[src/verilog/iep_pkg.sv]
// constants, types and register map of the interrupt enable/priority block
// assumes one system clock and an sfr bus driven by the cpu core
package iep_pkg;

	localparam int         NUM_SRC                = 15;
	localparam int         IDX_W                  = 4;

	localparam logic [7:0] ADDR_ENABLE_PRIMARY    = 8'hA8;
	localparam logic [7:0] ADDR_PRIORITY_PRIMARY  = 8'hB8;
	localparam logic [7:0] ADDR_ENABLE_EXT_FIRST  = 8'hE6;

	localparam logic [7:0] RST_ENABLE_PRIMARY     = 8'h00;
	localparam logic [7:0] RST_PRIORITY_PRIMARY   = 8'h80;
	localparam logic [7:0] RST_ENABLE_EXT_FIRST   = 8'h00;

	localparam logic [7:0] PRIO_FIXED_ONES        = 8'h80;
	localparam logic [7:0] EXT_FIRST_RW_MASK      = 8'hFD;

	// primary enable register fields
	localparam int BIT_GLOBAL_IRQ_GATE            = 7;
	localparam int BIT_SERIAL_PERIPH_IRQ_EN       = 6;
	localparam int BIT_TIMER2_IRQ_EN              = 5;
	localparam int BIT_ASYNC_SERIAL_IRQ_EN        = 4;
	localparam int BIT_TIMER1_IRQ_EN              = 3;
	localparam int BIT_EXT1_IRQ_EN                = 2;
	localparam int BIT_TIMER0_IRQ_EN              = 1;
	localparam int BIT_EXT0_IRQ_EN                = 0;

	// first extended enable register fields (priority input uses the same)
	localparam int BIT_TIMER3_IRQ_EN              = 7;
	localparam int BIT_COMPARATOR1_IRQ_EN         = 6;
	localparam int BIT_COMPARATOR0_IRQ_EN         = 5;
	localparam int BIT_COUNTER_ARRAY_IRQ_EN       = 4;
	localparam int BIT_ADC_DONE_IRQ_EN            = 3;
	localparam int BIT_ADC_WINDOW_IRQ_EN          = 2;
	localparam int BIT_TWO_WIRE_IRQ_EN            = 0;

	// source index, which is also the fixed arbitration order
	localparam int SRC_EXT0                       = 0;
	localparam int SRC_TIMER0                     = 1;
	localparam int SRC_EXT1                       = 2;
	localparam int SRC_TIMER1                     = 3;
	localparam int SRC_ASYNC_SERIAL               = 4;
	localparam int SRC_TIMER2                     = 5;
	localparam int SRC_SERIAL_PERIPH              = 6;
	localparam int SRC_TWO_WIRE                   = 7;
	localparam int SRC_RESERVED                   = 8;
	localparam int SRC_ADC_WINDOW                 = 9;
	localparam int SRC_ADC_DONE                   = 10;
	localparam int SRC_COUNTER_ARRAY              = 11;
	localparam int SRC_COMPARATOR0                = 12;
	localparam int SRC_COMPARATOR1                = 13;
	localparam int SRC_TIMER3                     = 14;

	typedef enum logic [1:0] {
		SVC_IDLE   = 2'b00,
		SVC_LOW    = 2'b01,
		SVC_NESTED = 2'b11,
		SVC_HIGH   = 2'b10
	} iep_svc_e;

	typedef struct packed {
		logic       rdEn;
		logic       wrEn;
		logic [7:0] addr;
		logic [7:0] wrData;
	} iep_sfr_req_s;

	typedef struct packed {
		logic       en;
		logic [7:0] addr;
		logic       val;
	} iep_bit_wr_s;

	typedef struct packed {
		logic             valid;
		logic             high;
		logic [IDX_W-1:0] index;
	} iep_arb_s;

endpackage : iep_pkg

[src/verilog/iep_regs.sv]
// interrupt enable and priority registers with request gating and arbiter
// assumes the cpu core drives the sfr ports and source flags on clk
//
// Function
// - global gate clear blocks every request
// - gate set: each source follows its mask
// - enable bit 6 gates serial peripheral unit
// - enable bit 5 gates timer 2 overflows
// - enable bit 4 gates async serial unit
// - enable bit 3 gates timer 1 overflow
// - enable bit 2 gates external input 1
// - enable bit 1 gates timer 0 overflow
// - enable bit 0 gates external input 0
// - extended bit 7 gates timer 3 overflows
// - extended bit 6 gates comparator 1 edges
// - extended bit 5 gates comparator 0 edges
// - extended bit 4 gates counter array unit
// - extended bit 3 gates conversion done
// - extended bit 2 gates window compare
// - extended bit 1 reads zero, ignores writes
// - extended bit 0 gates two wire unit
// - priority bit picks low or high level
// - high preempts low; high never preempted
`timescale 1ns/100ps

module iep_regs (
	input  wire logic                  clk,
	input  wire logic                  rst,
	input  wire iep_pkg::iep_sfr_req_s sfrReq,
	input  wire iep_pkg::iep_bit_wr_s  sfrBitWr,
	output logic [7:0]                 sfrRdData,
	output logic                       sfrRdHit,
	input  wire logic                  extIrq0Input,
	input  wire logic                  timer0OverflowFlag,
	input  wire logic                  extIrq1Input,
	input  wire logic                  timer1OverflowFlag,
	input  wire logic                  asyncSerialIrqFlag,
	input  wire logic                  timer2LowOverflowFlag,
	input  wire logic                  timer2HighOverflowFlag,
	input  wire logic                  serialPeriphIrqFlag,
	input  wire logic                  twoWireIrqFlag,
	input  wire logic                  adcWindowFlag,
	input  wire logic                  adcDoneFlag,
	input  wire logic                  counterArrayIrqFlag,
	input  wire logic                  cmp0RiseFlag,
	input  wire logic                  cmp0FallFlag,
	input  wire logic                  cmp1RiseFlag,
	input  wire logic                  cmp1FallFlag,
	input  wire logic                  timer3LowOverflowFlag,
	input  wire logic                  timer3HighOverflowFlag,
	input  wire logic [7:0]            extPriority,
	input  wire logic                  svcEnter,
	input  wire logic                  svcReturn,
	output logic [14:0]                irqReq,
	output logic [14:0]                irqPrio,
	output iep_pkg::iep_arb_s          irqArb,
	output iep_pkg::iep_svc_e          svcState
);

	logic [7:0]                     enPrim_ff;
	logic [6:0]                     prioPrim_ff;
	logic [7:0]                     enExt_ff;
	logic [7:0]                     sfrRdData_ff;
	logic                           sfrRdHit_ff;
	logic [iep_pkg::NUM_SRC-1:0]    irqReq_ff;
	logic [iep_pkg::NUM_SRC-1:0]    irqPrio_ff;
	iep_pkg::iep_arb_s              irqArb_ff;
	iep_pkg::iep_svc_e              svcState_ff;

	logic                           hitEnPrim;
	logic                           hitPrioPrim;
	logic                           hitEnExt;
	logic                           bitHitEnPrim;
	logic                           bitHitPrioPrim;
	logic [2:0]                     bitSel;
	logic [7:0]                     rdPrio;
	logic [7:0]                     nxt_sfrRdData;
	logic                           nxt_sfrRdHit;
	logic                           globalGate;
	logic [iep_pkg::NUM_SRC-1:0]    pending;
	logic [iep_pkg::NUM_SRC-1:0]    maskVec;
	logic [iep_pkg::NUM_SRC-1:0]    nxt_irqReq;
	logic [iep_pkg::NUM_SRC-1:0]    nxt_irqPrio;
	logic                           hiFound;
	logic                           loFound;
	logic [iep_pkg::IDX_W-1:0]      hiIdx;
	logic [iep_pkg::IDX_W-1:0]      loIdx;
	logic                           allowHigh;
	logic                           allowLow;
	iep_pkg::iep_arb_s              nxt_irqArb;
	iep_pkg::iep_svc_e              midState;
	iep_pkg::iep_svc_e              nxt_svcState;

	// byte decode; bit writes only reach the two bit addressable registers
	assign hitEnPrim   = sfrReq.addr == iep_pkg::ADDR_ENABLE_PRIMARY;
	assign hitPrioPrim = sfrReq.addr == iep_pkg::ADDR_PRIORITY_PRIMARY;
	assign hitEnExt    = sfrReq.addr == iep_pkg::ADDR_ENABLE_EXT_FIRST;
	assign bitSel      = sfrBitWr.addr[2:0];
	assign bitHitEnPrim = sfrBitWr.en &&
		(sfrBitWr.addr[7:3] == iep_pkg::ADDR_ENABLE_PRIMARY[7:3]);
	assign bitHitPrioPrim = sfrBitWr.en &&
		(sfrBitWr.addr[7:3] == iep_pkg::ADDR_PRIORITY_PRIMARY[7:3]);

	// a byte write in the same cycle as a bit write to it wins
	always_ff @(posedge clk) begin
		if (rst) begin
			enPrim_ff <= iep_pkg::RST_ENABLE_PRIMARY;
		end else if (sfrReq.wrEn && hitEnPrim) begin
			enPrim_ff <= sfrReq.wrData;
		end else if (bitHitEnPrim) begin
			enPrim_ff[bitSel] <= sfrBitWr.val;
		end
	end

	// the unused top bit is not stored, so no write can reach it
	always_ff @(posedge clk) begin
		if (rst) begin
			prioPrim_ff <= iep_pkg::RST_PRIORITY_PRIMARY[6:0];
		end else if (sfrReq.wrEn && hitPrioPrim) begin
			prioPrim_ff <= sfrReq.wrData[6:0];
		end else if (bitHitPrioPrim && (bitSel != 3'h7)) begin
			prioPrim_ff[bitSel] <= sfrBitWr.val;
		end
	end

	always_ff @(posedge clk) begin
		if (rst) begin
			enExt_ff <= iep_pkg::RST_ENABLE_EXT_FIRST;
		end else if (sfrReq.wrEn && hitEnExt) begin
			enExt_ff <= sfrReq.wrData & iep_pkg::EXT_FIRST_RW_MASK;
		end
	end

	assign rdPrio = iep_pkg::PRIO_FIXED_ONES | {1'b0, prioPrim_ff};

	// unmapped addresses read zero with the hit flag low
	always_comb begin
		nxt_sfrRdData = 8'h00;
		nxt_sfrRdHit  = 1'b0;
		if (sfrReq.rdEn) begin
			if (hitEnPrim) begin
				nxt_sfrRdData = enPrim_ff;
				nxt_sfrRdHit  = 1'b1;
			end else if (hitPrioPrim) begin
				nxt_sfrRdData = rdPrio;
				nxt_sfrRdHit  = 1'b1;
			end else if (hitEnExt) begin
				nxt_sfrRdData = enExt_ff & iep_pkg::EXT_FIRST_RW_MASK;
				nxt_sfrRdHit  = 1'b1;
			end
		end
	end

	// read data holds until the next read so the core may sample late
	always_ff @(posedge clk) begin
		if (rst) begin
			sfrRdData_ff <= 8'h00;
		end else if (sfrReq.rdEn) begin
			sfrRdData_ff <= nxt_sfrRdData;
		end
	end

	always_ff @(posedge clk) begin
		if (rst) begin
			sfrRdHit_ff <= 1'b0;
		end else begin
			sfrRdHit_ff <= nxt_sfrRdHit;
		end
	end

	// pending flags; paired flags of one source merge into one request
	always_comb begin
		pending = '0;
		pending[iep_pkg::SRC_EXT0]          = extIrq0Input;
		pending[iep_pkg::SRC_TIMER0]        = timer0OverflowFlag;
		pending[iep_pkg::SRC_EXT1]          = extIrq1Input;
		pending[iep_pkg::SRC_TIMER1]        = timer1OverflowFlag;
		pending[iep_pkg::SRC_ASYNC_SERIAL]  = asyncSerialIrqFlag;
		pending[iep_pkg::SRC_TIMER2]        =
			timer2LowOverflowFlag | timer2HighOverflowFlag;
		pending[iep_pkg::SRC_SERIAL_PERIPH] = serialPeriphIrqFlag;
		pending[iep_pkg::SRC_TWO_WIRE]      = twoWireIrqFlag;
		pending[iep_pkg::SRC_ADC_WINDOW]    = adcWindowFlag;
		pending[iep_pkg::SRC_ADC_DONE]      = adcDoneFlag;
		pending[iep_pkg::SRC_COUNTER_ARRAY] = counterArrayIrqFlag;
		pending[iep_pkg::SRC_COMPARATOR0]   = cmp0RiseFlag | cmp0FallFlag;
		pending[iep_pkg::SRC_COMPARATOR1]   = cmp1RiseFlag | cmp1FallFlag;
		pending[iep_pkg::SRC_TIMER3]        =
			timer3LowOverflowFlag | timer3HighOverflowFlag;
	end

	// per source mask bit; the reserved slot has none and stays blocked
	always_comb begin
		maskVec = '0;
		maskVec[iep_pkg::SRC_EXT0] =
			enPrim_ff[iep_pkg::BIT_EXT0_IRQ_EN];
		maskVec[iep_pkg::SRC_TIMER0] =
			enPrim_ff[iep_pkg::BIT_TIMER0_IRQ_EN];
		maskVec[iep_pkg::SRC_EXT1] =
			enPrim_ff[iep_pkg::BIT_EXT1_IRQ_EN];
		maskVec[iep_pkg::SRC_TIMER1] =
			enPrim_ff[iep_pkg::BIT_TIMER1_IRQ_EN];
		maskVec[iep_pkg::SRC_ASYNC_SERIAL] =
			enPrim_ff[iep_pkg::BIT_ASYNC_SERIAL_IRQ_EN];
		maskVec[iep_pkg::SRC_TIMER2] =
			enPrim_ff[iep_pkg::BIT_TIMER2_IRQ_EN];
		maskVec[iep_pkg::SRC_SERIAL_PERIPH] =
			enPrim_ff[iep_pkg::BIT_SERIAL_PERIPH_IRQ_EN];
		maskVec[iep_pkg::SRC_TWO_WIRE] =
			enExt_ff[iep_pkg::BIT_TWO_WIRE_IRQ_EN];
		maskVec[iep_pkg::SRC_ADC_WINDOW] =
			enExt_ff[iep_pkg::BIT_ADC_WINDOW_IRQ_EN];
		maskVec[iep_pkg::SRC_ADC_DONE] =
			enExt_ff[iep_pkg::BIT_ADC_DONE_IRQ_EN];
		maskVec[iep_pkg::SRC_COUNTER_ARRAY] =
			enExt_ff[iep_pkg::BIT_COUNTER_ARRAY_IRQ_EN];
		maskVec[iep_pkg::SRC_COMPARATOR0] =
			enExt_ff[iep_pkg::BIT_COMPARATOR0_IRQ_EN];
		maskVec[iep_pkg::SRC_COMPARATOR1] =
			enExt_ff[iep_pkg::BIT_COMPARATOR1_IRQ_EN];
		maskVec[iep_pkg::SRC_TIMER3] =
			enExt_ff[iep_pkg::BIT_TIMER3_IRQ_EN];
	end

	// extended priorities live outside; only their bits come in here
	always_comb begin
		nxt_irqPrio = '0;
		nxt_irqPrio[6:0] = prioPrim_ff;
		nxt_irqPrio[iep_pkg::SRC_TWO_WIRE] =
			extPriority[iep_pkg::BIT_TWO_WIRE_IRQ_EN];
		nxt_irqPrio[iep_pkg::SRC_ADC_WINDOW] =
			extPriority[iep_pkg::BIT_ADC_WINDOW_IRQ_EN];
		nxt_irqPrio[iep_pkg::SRC_ADC_DONE] =
			extPriority[iep_pkg::BIT_ADC_DONE_IRQ_EN];
		nxt_irqPrio[iep_pkg::SRC_COUNTER_ARRAY] =
			extPriority[iep_pkg::BIT_COUNTER_ARRAY_IRQ_EN];
		nxt_irqPrio[iep_pkg::SRC_COMPARATOR0] =
			extPriority[iep_pkg::BIT_COMPARATOR0_IRQ_EN];
		nxt_irqPrio[iep_pkg::SRC_COMPARATOR1] =
			extPriority[iep_pkg::BIT_COMPARATOR1_IRQ_EN];
		nxt_irqPrio[iep_pkg::SRC_TIMER3] =
			extPriority[iep_pkg::BIT_TIMER3_IRQ_EN];
	end

	assign globalGate = enPrim_ff[iep_pkg::BIT_GLOBAL_IRQ_GATE];

	generate
		for (genvar i = 0; i < iep_pkg::NUM_SRC; i++) begin : g_gate
			assign nxt_irqReq[i] = globalGate & maskVec[i] & pending[i];
		end
	endgenerate

	always_ff @(posedge clk) begin
		if (rst) begin
			irqReq_ff  <= '0;
			irqPrio_ff <= '0;
		end else begin
			irqReq_ff  <= nxt_irqReq;
			irqPrio_ff <= nxt_irqPrio;
		end
	end

	// lowest index wins within a level; scan runs downward for that
	always_comb begin
		hiFound = 1'b0;
		loFound = 1'b0;
		hiIdx   = '0;
		loIdx   = '0;
		for (int i = iep_pkg::NUM_SRC - 1; i >= 0; i--) begin
			if (nxt_irqReq[i] && nxt_irqPrio[i]) begin
				hiFound = 1'b1;
				hiIdx   = iep_pkg::IDX_W'(i);
			end
			if (nxt_irqReq[i] && !nxt_irqPrio[i]) begin
				loFound = 1'b1;
				loIdx   = iep_pkg::IDX_W'(i);
			end
		end
	end

	// a running high routine admits nothing; a low one admits only high
	assign allowHigh = (svcState_ff == iep_pkg::SVC_IDLE) ||
		(svcState_ff == iep_pkg::SVC_LOW);
	assign allowLow  = svcState_ff == iep_pkg::SVC_IDLE;

	always_comb begin
		nxt_irqArb = '0;
		if (hiFound && allowHigh) begin
			nxt_irqArb.valid = 1'b1;
			nxt_irqArb.high  = 1'b1;
			nxt_irqArb.index = hiIdx;
		end else if (loFound && allowLow) begin
			nxt_irqArb.valid = 1'b1;
			nxt_irqArb.high  = 1'b0;
			nxt_irqArb.index = loIdx;
		end
	end

	always_ff @(posedge clk) begin
		if (rst) begin
			irqArb_ff <= '0;
		end else begin
			irqArb_ff <= nxt_irqArb;
		end
	end

	// return is applied first so an entry in the same cycle is not lost
	always_comb begin
		midState = svcState_ff;
		if (svcReturn) begin
			case (svcState_ff)
				iep_pkg::SVC_LOW:    midState = iep_pkg::SVC_IDLE;
				iep_pkg::SVC_HIGH:   midState = iep_pkg::SVC_IDLE;
				iep_pkg::SVC_NESTED: midState = iep_pkg::SVC_LOW;
				default:             midState = iep_pkg::SVC_IDLE;
			endcase
		end
	end

	always_comb begin
		nxt_svcState = midState;
		if (svcEnter && irqArb_ff.valid) begin
			case (midState)
				iep_pkg::SVC_IDLE: begin
					nxt_svcState = irqArb_ff.high ? iep_pkg::SVC_HIGH :
						iep_pkg::SVC_LOW;
				end
				iep_pkg::SVC_LOW: begin
					if (irqArb_ff.high) begin
						nxt_svcState = iep_pkg::SVC_NESTED;
					end
				end
				default: nxt_svcState = midState;
			endcase
		end
	end

	always_ff @(posedge clk) begin
		if (rst) begin
			svcState_ff <= iep_pkg::SVC_IDLE;
		end else begin
			svcState_ff <= nxt_svcState;
		end
	end

	assign sfrRdData = sfrRdData_ff;
	assign sfrRdHit  = sfrRdHit_ff;
	assign irqReq    = irqReq_ff;
	assign irqPrio   = irqPrio_ff;
	assign irqArb    = irqArb_ff;
	assign svcState  = svcState_ff;

endmodule : iep_regs

[config.mk]
export PLATFORM = sky130hd
export DESIGN_NAME = iep_regs
export DESIGN_NICKNAME = d
export VERILOG_FILES = /design/src/verilog/iep_pkg.sv /design/src/verilog/iep_regs.sv
export SDC_FILE = /design/constraint.sdc
export NUM_CORES = 1
export LEC_CHECK = 0
export ABC_CLOCK_PERIOD_IN_PS = 1500
export BUFFER_PORTS_ARGS = -buffer_cell sky130_fd_sc_hd__buf_2
export CORE_ASPECT_RATIO = 1.75
export CORE_MARGIN = 1
export CORE_UTILIZATION = 46
export DETAILED_ROUTE_END_ITERATION = 16
export PLACE_DENSITY = 0.81
export SETUP_SLACK_MARGIN = 0.02
export SLEW_MARGIN = 25
export SYNTH_ARGS = -nofsm -noshare
export SYNTH_HDL_FRONTEND = slang
export SYNTH_SLANG_ARGS = --single-unit
[constraint.sdc]
create_clock -name clk -period 1.5 [get_ports clk]
set_input_delay 0.3 -clock clk [delete_from_list [all_inputs] [get_ports clk]]
set_output_delay 0.3 -clock clk [all_outputs]
set_load 0.05 [all_outputs]
==> impl_metrics.py, run 1 <==
metrics = {
    "final_layout": {
        "layout.core_utilization_pct": 70.6,
        "drive_gt1_share_pct": 42.9,
        "sequential_cell_area_um2": 1350,
        "layout.nets": 593,
        "fillers": 540,
        "antennaDiodeCount": 0,
        "finish.instance_area_um2": 4690,
        "multiInputGateArea_um2": 1850,
        "area.growth.synth_to_final_pct": 46.5,
    },
    "setup_path": {
        "crit_arrival_ps": 1930,
        "worstSetupEndpointType": "flip-flop",
        "start_kind": "flip-flop",
        "cp_slowest_cell": "sky130_fd_sc_hd__dfxtp_4",
        "timing.critical_path.fanout_max": 7,
        "critical_path.cell_chain": "buf_8 > nand4_1 > buf_4 > nand2_1 > a21oi_2 > a41oi_2 > o31a_1 > a41o_1",
        "worst_r2r_endpoint": "irqArb[0]",
        "longest_individual_stage_delay_on_the_worst_path_ps": 380,
        "cp.required_ps": 1730,
        "rrSetupSlack_ps": -210,
        "worstPathBufferInverterCount": 2,
        "path_delay_family": "compound AO/OA/AOI/OAI gates",
        "worst_reg2reg_path_depth": 8,
        "timing.rr.start": "enPrim_ff[7]",
        "path_class": "reg -> reg",
    },
    "detailed_routing": {
        "routed_via_density": 5.80,
        "dr_total_vias": 3597,
        "finalWirelength_mm": 10.5,
        "drtIter0Drc": 247,
        "post-route-drc-count": 0,
        "detail_route.first_pass.iterations": 7,
        "wire_per_inst_um": 17.0,
        "ant_nets": 0,
    },
    "die": {
        "die_x_um": 65.1,
        "fp.coreArea_um2": 6640,
        "placement_rows": 39,
        "fp.dieArea_um2": 7310,
        "die-height_um": 112,
        "initial_util_pct": 48.2,
        "io_pins": 105,
    },
    "grt": {
        "first_global_vias": 3534,
        "grt_overflow": 0,
        "grt_max_degree": 35,
        "grt_antenna_before_repair": 0,
        "grt_first_pass_wirelength_mm": 16.6,
        "track_usage_pct": 30.4,
    },
    "synth": {
        "synth_cells": 373,
        "synth_edf_count": 0,
        "synth_async_sr_flop_share_pct": 0,
        "ys_dominant_reg_cell": "sky130_fd_sc_hd__dfxtp_1",
        "synth_cell_types": 57,
        "yosys_warnings": 0,
        "sequential_area_share_after_synthesis_pct": 41.9,
        "summed_instance_area_of_the_synthesized_netlist_um2": 3200,
        "synth.avg_cell_area_um2": 8.58,
        "postSynthRegisterBits": 67,
    },
    "status": {
        "violations_in_the_final_reports": "setup timing",
        "status": "finished, violations left",
    },
    "power": {
        "power.switching_fraction_pct": 22.6,
        "power.static_leakage_nw": 2.06,
        "clock_power_share_pct": 49.6,
        "sequentialPowerShare_pct": 42.3,
        "switching_power_w": 0.000968,
        "vdd_drop_max_mv": 0.614,
        "power_density_of_the_placed_cells_nw_per_um2": 913,
        "combinationalPowerShare_pct": 8.1,
        "power_report.internal_total_w": 0.00331,
    },
    "min_path": {
        "hold_path.class": "in -> reg",
        "hold_path_end": "irqPrio[9]",
        "hold_path_startpoint": "extPriority[2]",
        "whs_path_depth": 2,
    },
    "cts": {
        "cts_inserted_buffers": 9,
        "ctsHoldBuffers": 0,
        "clk_root_buffer_cell": "sky130_fd_sc_hd__clkbuf_16",
        "clock_tree_from_tritoncts": "done",
        "clock_sink_total": 67,
        "cts.reportedPaths.clkPinSlew_ps": 50,
        "worstSkewPairLatency_ps": 340,
        "h-tree-depth": 3,
        "cts-root-to-sink-buffers": 2,
    },
    "sta": {
        "timing.final.crit_share_pct": 114,
        "drv_slew": 0,
        "hold_viol_final": 0,
        "fin_setup_tns_ps": -905,
        "fin_worst_skew_ps": 7.39,
        "fmax_mhz": 586,
        "worst_slack_ps": -207,
        "timing.hold.ws_ps": 210,
        "rsz0062_at_grt": "true",
        "layout_min_cycle_time_ps": 1710,
        "setup_viol": 5,
    },
    "place": {
        "dpl.hpwl_mm": 7.93,
        "global_placement_routability_congestion": 0.919,
        "placement.io_buffers": 101,
        "place_area_um2": 4220,
    },
    "flow_run": {
        "cap_violations": 0,
    },
}
-- synthesized netlist by cell type, types with 4 or more instances --
cell	number	area (µm²)
sky130_fd_sc_hd__a21oi_1	14	70.1
sky130_fd_sc_hd__buf_4	4	30.0
sky130_fd_sc_hd__o21ai_1	5	25.0
sky130_fd_sc_hd__nand3b_1	4	30.0
sky130_fd_sc_hd__nand3_1	20	100
sky130_fd_sc_hd__o21ai_0	18	90.1
sky130_fd_sc_hd__a311oi_1	6	52.6
sky130_fd_sc_hd__nor2b_1	13	81.3
sky130_fd_sc_hd__nand4b_1	4	35.0
sky130_fd_sc_hd__nand4_1	10	62.6
sky130_fd_sc_hd__a211oi_1	10	75.1
sky130_fd_sc_hd__a211oi_2	5	62.6
sky130_fd_sc_hd__buf_6	4	45.0
sky130_fd_sc_hd__dfxtp_1	67	1340
sky130_fd_sc_hd__nand2_1	36	135
sky130_fd_sc_hd__nor3_1	8	40.0
sky130_fd_sc_hd__a222oi_1	6	60.1
sky130_fd_sc_hd__nor3b_1	4	30.0
sky130_fd_sc_hd__nor2_1	62	233
sky130_fd_sc_hd__mux2i_1	7	70.1
sky130_fd_sc_hd__clkbuf_1	11	41.3
sky130_fd_sc_hd__nand2b_1	5	31.3
-- sequential cells by signal, indices dropped and copies added, names as in the netlist --
signal       cells
prioPrim_ff      7
irqArb           6
sfrRdHit         1
irqPrio         14
enExt_ff         7
sfrRdData        8
irqReq          14
enPrim_ff        8
svcState         2
-- worst register-to-register path, stage by stage (launching register included) --
cell and delay, ps:
sky130_fd_sc_hd__dfxtp_4 380, sky130_fd_sc_hd__buf_8 150, sky130_fd_sc_hd__nand4_1 130, sky130_fd_sc_hd__buf_4 150, sky130_fd_sc_hd__nand2_1 60, sky130_fd_sc_hd__a21oi_2 120, sky130_fd_sc_hd__a41oi_2 60, sky130_fd_sc_hd__o31a_1 330
sky130_fd_sc_hd__a41o_1 200
-- cells in the final DEF, fill, tap and decap left out, types with 3 or more instances in the layout --
cell type,synthesis,layout
sky130_fd_sc_hd__a311oi_1,6,5
sky130_fd_sc_hd__buf_4,4,65
sky130_fd_sc_hd__nor3b_2,2,3
sky130_fd_sc_hd__nand4b_1,4,4
sky130_fd_sc_hd__clkbuf_16,0,9
sky130_fd_sc_hd__a222oi_1,6,6
sky130_fd_sc_hd__mux2i_1,7,7
sky130_fd_sc_hd__buf_6,4,4
sky130_fd_sc_hd__nor3_1,8,8
sky130_fd_sc_hd__a311oi_2,3,4
sky130_fd_sc_hd__nand3_2,0,3
sky130_fd_sc_hd__dfxtp_1,67,66
sky130_fd_sc_hd__o21ai_1,5,4
sky130_fd_sc_hd__a211oi_1,10,10
sky130_fd_sc_hd__a21oi_1,14,13
sky130_fd_sc_hd__nand2b_1,5,4
sky130_fd_sc_hd__nor2b_1,13,13
sky130_fd_sc_hd__nand3b_1,4,4
sky130_fd_sc_hd__nand3_1,20,17
sky130_fd_sc_hd__o21ai_2,0,4
sky130_fd_sc_hd__nor2_1,62,60
sky130_fd_sc_hd__nand2_1,36,35
sky130_fd_sc_hd__buf_2,2,101
sky130_fd_sc_hd__a211oi_2,5,5
sky130_fd_sc_hd__nor3b_1,4,3
sky130_fd_sc_hd__nand4_1,10,10
sky130_fd_sc_hd__clkbuf_8,0,3
sky130_fd_sc_hd__inv_1,3,3
sky130_fd_sc_hd__o21ai_0,18,15
-- layout make-up --
class	count	area share, %
Sequential cell	67	28.7
Tap cell	82	2.19
Timing Repair Buffer	172	22.9
Clock buffer	12	5.68
Inverter	3	0.240
Clock inverter	2	0.747
Multi-Input combinational cell	282	39.6
-- routing by layer --
metal / routed length (µm) / share of wire, % / GRT usage [%] / vias up
li1: - / - / - / 1688
met1: 3460 / 33 / 28.7 / 1681
met2: 5780 / 55 / 56.0 / 186
met3: 671 / 6.4 / 6.91 / 42
met4: 636 / 6.0 / 20.3 / 0
met5: 0 / 0 / 0 / -
-- power groups by stage --
stage	Combinational, W	Sequential, W	Clock [W]
global placement	0.000333	0.00185	0
floorplan	0.000109	0.00192	0
global route	0.000368	0.00181	0.00222
CTS	0.000343	0.00181	0.00213
detailed placement	0.000336	0.00185	0
finish	0.000348	0.00181	0.00212
-- metrics by stage --
stage	instances	total power, W	setup slack, ps
global placement	600	0.00218	-244
detailed placement	600	0.00219	-271
CTS	620	0.00428	-163
finish	620	0.00428	-207
global route	620	0.00440	-250
floorplan	374	0.00203	-22.5
-- how the worst max path moves through the flow --
| stage | from | to | depth (start not counted) |
|---|---|---|---|
| finish | enPrim_ff[7] | irqArb[0] | 8 |
| floorplan | sfrReq[10] | enPrim_ff[4] | 7 |
| CTS | enPrim_ff[7] | irqArb[5] | 7 |
| global route | enPrim_ff[7] | irqArb[1] | 7 |
| detailed placement | cmp0FallFlag | irqArb[1] | 7 |
| global placement | cmp0FallFlag | irqArb[1] | 7 |
-- cell families (layout without fill, tap and decap cells) --
kind of cell,count (synthesis),count (layout),synth area share (%)
muxes,7,7,2.19
other,1,2,0.117
buffers and inverters,25,189,4.42
DFF,67,67,41.9
and+or+nand+nor,183,183,29.5
AOI/OAI and AO/OA,90,90,21.9
-- what timing repair did --
| item | in CTS | in global routing |
|---|---|---|
| gates resized for setup | 21 | 12 |
| endpoints found under the hold margin | 0 | 0 |
| pin swaps | 8 | 10 |
| setup endpoints to repair | 6 | 8 |
| buffers inserted | 6 | 0 |
(Power assumes the default switching activity.)
==> run 2, diff against run 1 <==
- CTS_BUF_LIST: not set -> sky130_fd_sc_hd__clkbuf_16
==> run 2 against run 1 <==
The flow still finishes with violations (setup timing). Critical path depth stayed put. Clock skew is 2.2 ps lower. Setup slack worse by 12 ps. Cell area is 0.11% lower. Largest cell class unchanged. Highest routed layer unchanged. Count of clock-buffer cells in the layout is 3 lower. Sequential share of layout area hardly changed. Fmax is 0.70% lower. Cell count is 0.16% higher.
==> impl_metrics.py, run 2 (same netlist as run 1, synthesis figures left out) <==
metrics = {
    "status": {
        "status": "finished, violations left",
        "violations_in_the_final_reports": "setup timing",
    },
    "cts": {
        "cts.reportedPaths.clkPinSlew_ps": 50,
        "h-tree-depth": 3,
        "clock_tree_from_tritoncts": "done",
        "clock_sink_total": 67,
        "worstSkewPairLatency_ps": 330,
        "cts_inserted_buffers": 9,
        "cts-root-to-sink-buffers": 2,
        "clk_root_buffer_cell": "sky130_fd_sc_hd__clkbuf_16",
    },
    "power": {
        "power_density_of_the_placed_cells_nw_per_um2": 879,
        "power_w": 0.00412,
        "power.static_leakage_nw": 2.06,
        "vdd_drop_max_mv": 0.592,
    },
    "place": {
        "global_placement_routability_congestion": 0.919,
        "post-place-cells": 600,
        "place_area_um2": 4220,
        "dpl.hpwl_mm": 7.93,
        "placement.io_buffers": 101,
    },
    "detailed_routing": {
        "finalWirelength_mm": 10.6,
        "detail_route.first_pass.iterations": 6,
        "routed_via_density": 5.77,
        "wire_per_inst_um": 17.1,
        "post-route-drc-count": 0,
        "ant_nets": 0,
        "dr_total_vias": 3584,
        "drtIter0Drc": 229,
    },
    "grt": {
        "first_global_vias": 3531,
        "grt_overflow": 0,
        "track_usage_pct": 30.2,
        "grt_antenna_before_repair": 0,
        "grt_first_pass_wirelength_mm": 16.5,
        "grt_max_degree": 35,
    },
    "final_layout": {
        "area.growth.synth_to_final_pct": 46.3,
        "layout.nets": 594,
        "finish.instance_area_um2": 4680,
        "multiInputGateArea_um2": 1870,
        "fillers": 537,
        "drive_gt1_share_pct": 42.7,
        "mostFrequentLayoutCell": "sky130_fd_sc_hd__buf_2",
        "layout_common_cells": "sky130_fd_sc_hd__buf_2, sky130_fd_sc_hd__dfxtp_1, sky130_fd_sc_hd__buf_4",
        "antennaDiodeCount": 0,
        "final-instance-count-excl-fill": 621,
        "sequential_cell_area_um2": 1350,
    },
    "min_path": {
        "hold_path_end": "irqPrio[9]",
        "hold_path.class": "in -> reg",
        "hold_path_startpoint": "extPriority[2]",
        "whs_path_depth": 2,
    },
    "die": {
        "placement_rows": 39,
        "initial_util_pct": 48.2,
        "die-height_um": 112,
        "fp.coreArea_um2": 6640,
        "io_pins": 105,
        "die_x_um": 65.1,
        "fp.dieArea_um2": 7310,
    },
    "sta": {
        "timing.hold.ws_ps": 210,
        "fmax_mhz": 582,
        "fin_worst_skew_ps": 5.19,
        "layout_min_cycle_time_ps": 1720,
        "setup_viol": 6,
        "drv_slew": 0,
        "timing.final.crit_share_pct": 115,
        "rsz0062_at_grt": "true",
        "fin_setup_tns_ps": -920,
        "hold_viol_final": 0,
        "worst_slack_ps": -219,
    },
    "setup_path": {
        "crit_arrival_ps": 1950,
        "rrSetupSlack_ps": -220,
        "path_class": "reg -> reg",
        "timing.critical_path.fanout_max": 7,
        "worst_reg2reg_path_depth": 8,
        "start_kind": "flip-flop",
        "worst_r2r_endpoint": "irqArb[0]",
        "cp.required_ps": 1730,
        "worstSetupEndpointType": "flip-flop",
        "timing.rr.start": "enPrim_ff[7]",
    },
    "flow_run": {
        "cap_violations": 0,
    },
}
## run 2: per-layer routing
metal,global-route usage (%),routed length (µm)
met5,0,0
met4,21.3,703
met3,7.11,686
met2,55.1,5760
met1,28.4,3480
## run 2: through the flow
step | utilization, % | setup WS [ps]
floorplan | - | -22.5
global placement | 63.5 | -244
detailed placement | 63.5 | -271
CTS | 69.6 | -162
global route | 70.6 | -268
finish | 70.6 | -219
## run 2: critical path, cell delays in order, from the launching register on
cell,delay (ps)
sky130_fd_sc_hd__dfxtp_4,380
sky130_fd_sc_hd__buf_8,150
sky130_fd_sc_hd__nand4_1,130
sky130_fd_sc_hd__buf_4,150
sky130_fd_sc_hd__nand2_1,70
sky130_fd_sc_hd__a21oi_2,130
sky130_fd_sc_hd__a41oi_2,70
sky130_fd_sc_hd__o31a_1,330
sky130_fd_sc_hd__a41o_1,200
## run 2: worst max-delay path by stage
| stage | start | endpoint | slack, ps |
|---|---|---|---|
| global placement | cmp0FallFlag | irqArb[1] | -240 |
| global route | enPrim_ff[7] | irqArb[0] | -270 |
| CTS | enPrim_ff[7] | irqArb[5] | -160 |
| finish | enPrim_ff[7] | irqArb[0] | -220 |
| floorplan | sfrReq[10] | enPrim_ff[4] | -20 |
| detailed placement | cmp0FallFlag | irqArb[1] | -270 |
## run 2: final cells by class
cell class | count | area share [%]
multi-input cells | 282 | 40.0
flip-flops and latches | 67 | 28.7
repair buffers | 173 | 23.1
clock buffers | 9 | 4.81
well taps | 82 | 2.19
clock inverters | 5 | 0.989
inverters | 3 | 0.240
## run 2: timing repair
action                                  in CTS  in global routing
hold buffers                                 0                  0
resized for setup                           20                 16
setup buffers                                6                  1
pin swaps                                    9                  9
hold endpoints to repair                     0                  0
endpoints found under the setup margin       6                  6
## run 2: where the power goes
| group | leakage (nW) | switching [W] | internal, W | total, W |
|---|---|---|---|---|
| registers | 0.544 | 0.00000992 | 0.00180 | 0.00181 |
| clock network | 0.134 | 0.000713 | 0.00124 | 0.00196 |
| logic | 1.38 | 0.000235 | 0.000114 | 0.000349 |
| total | 2.06 | 0.000957 | 0.00316 | 0.00412 |
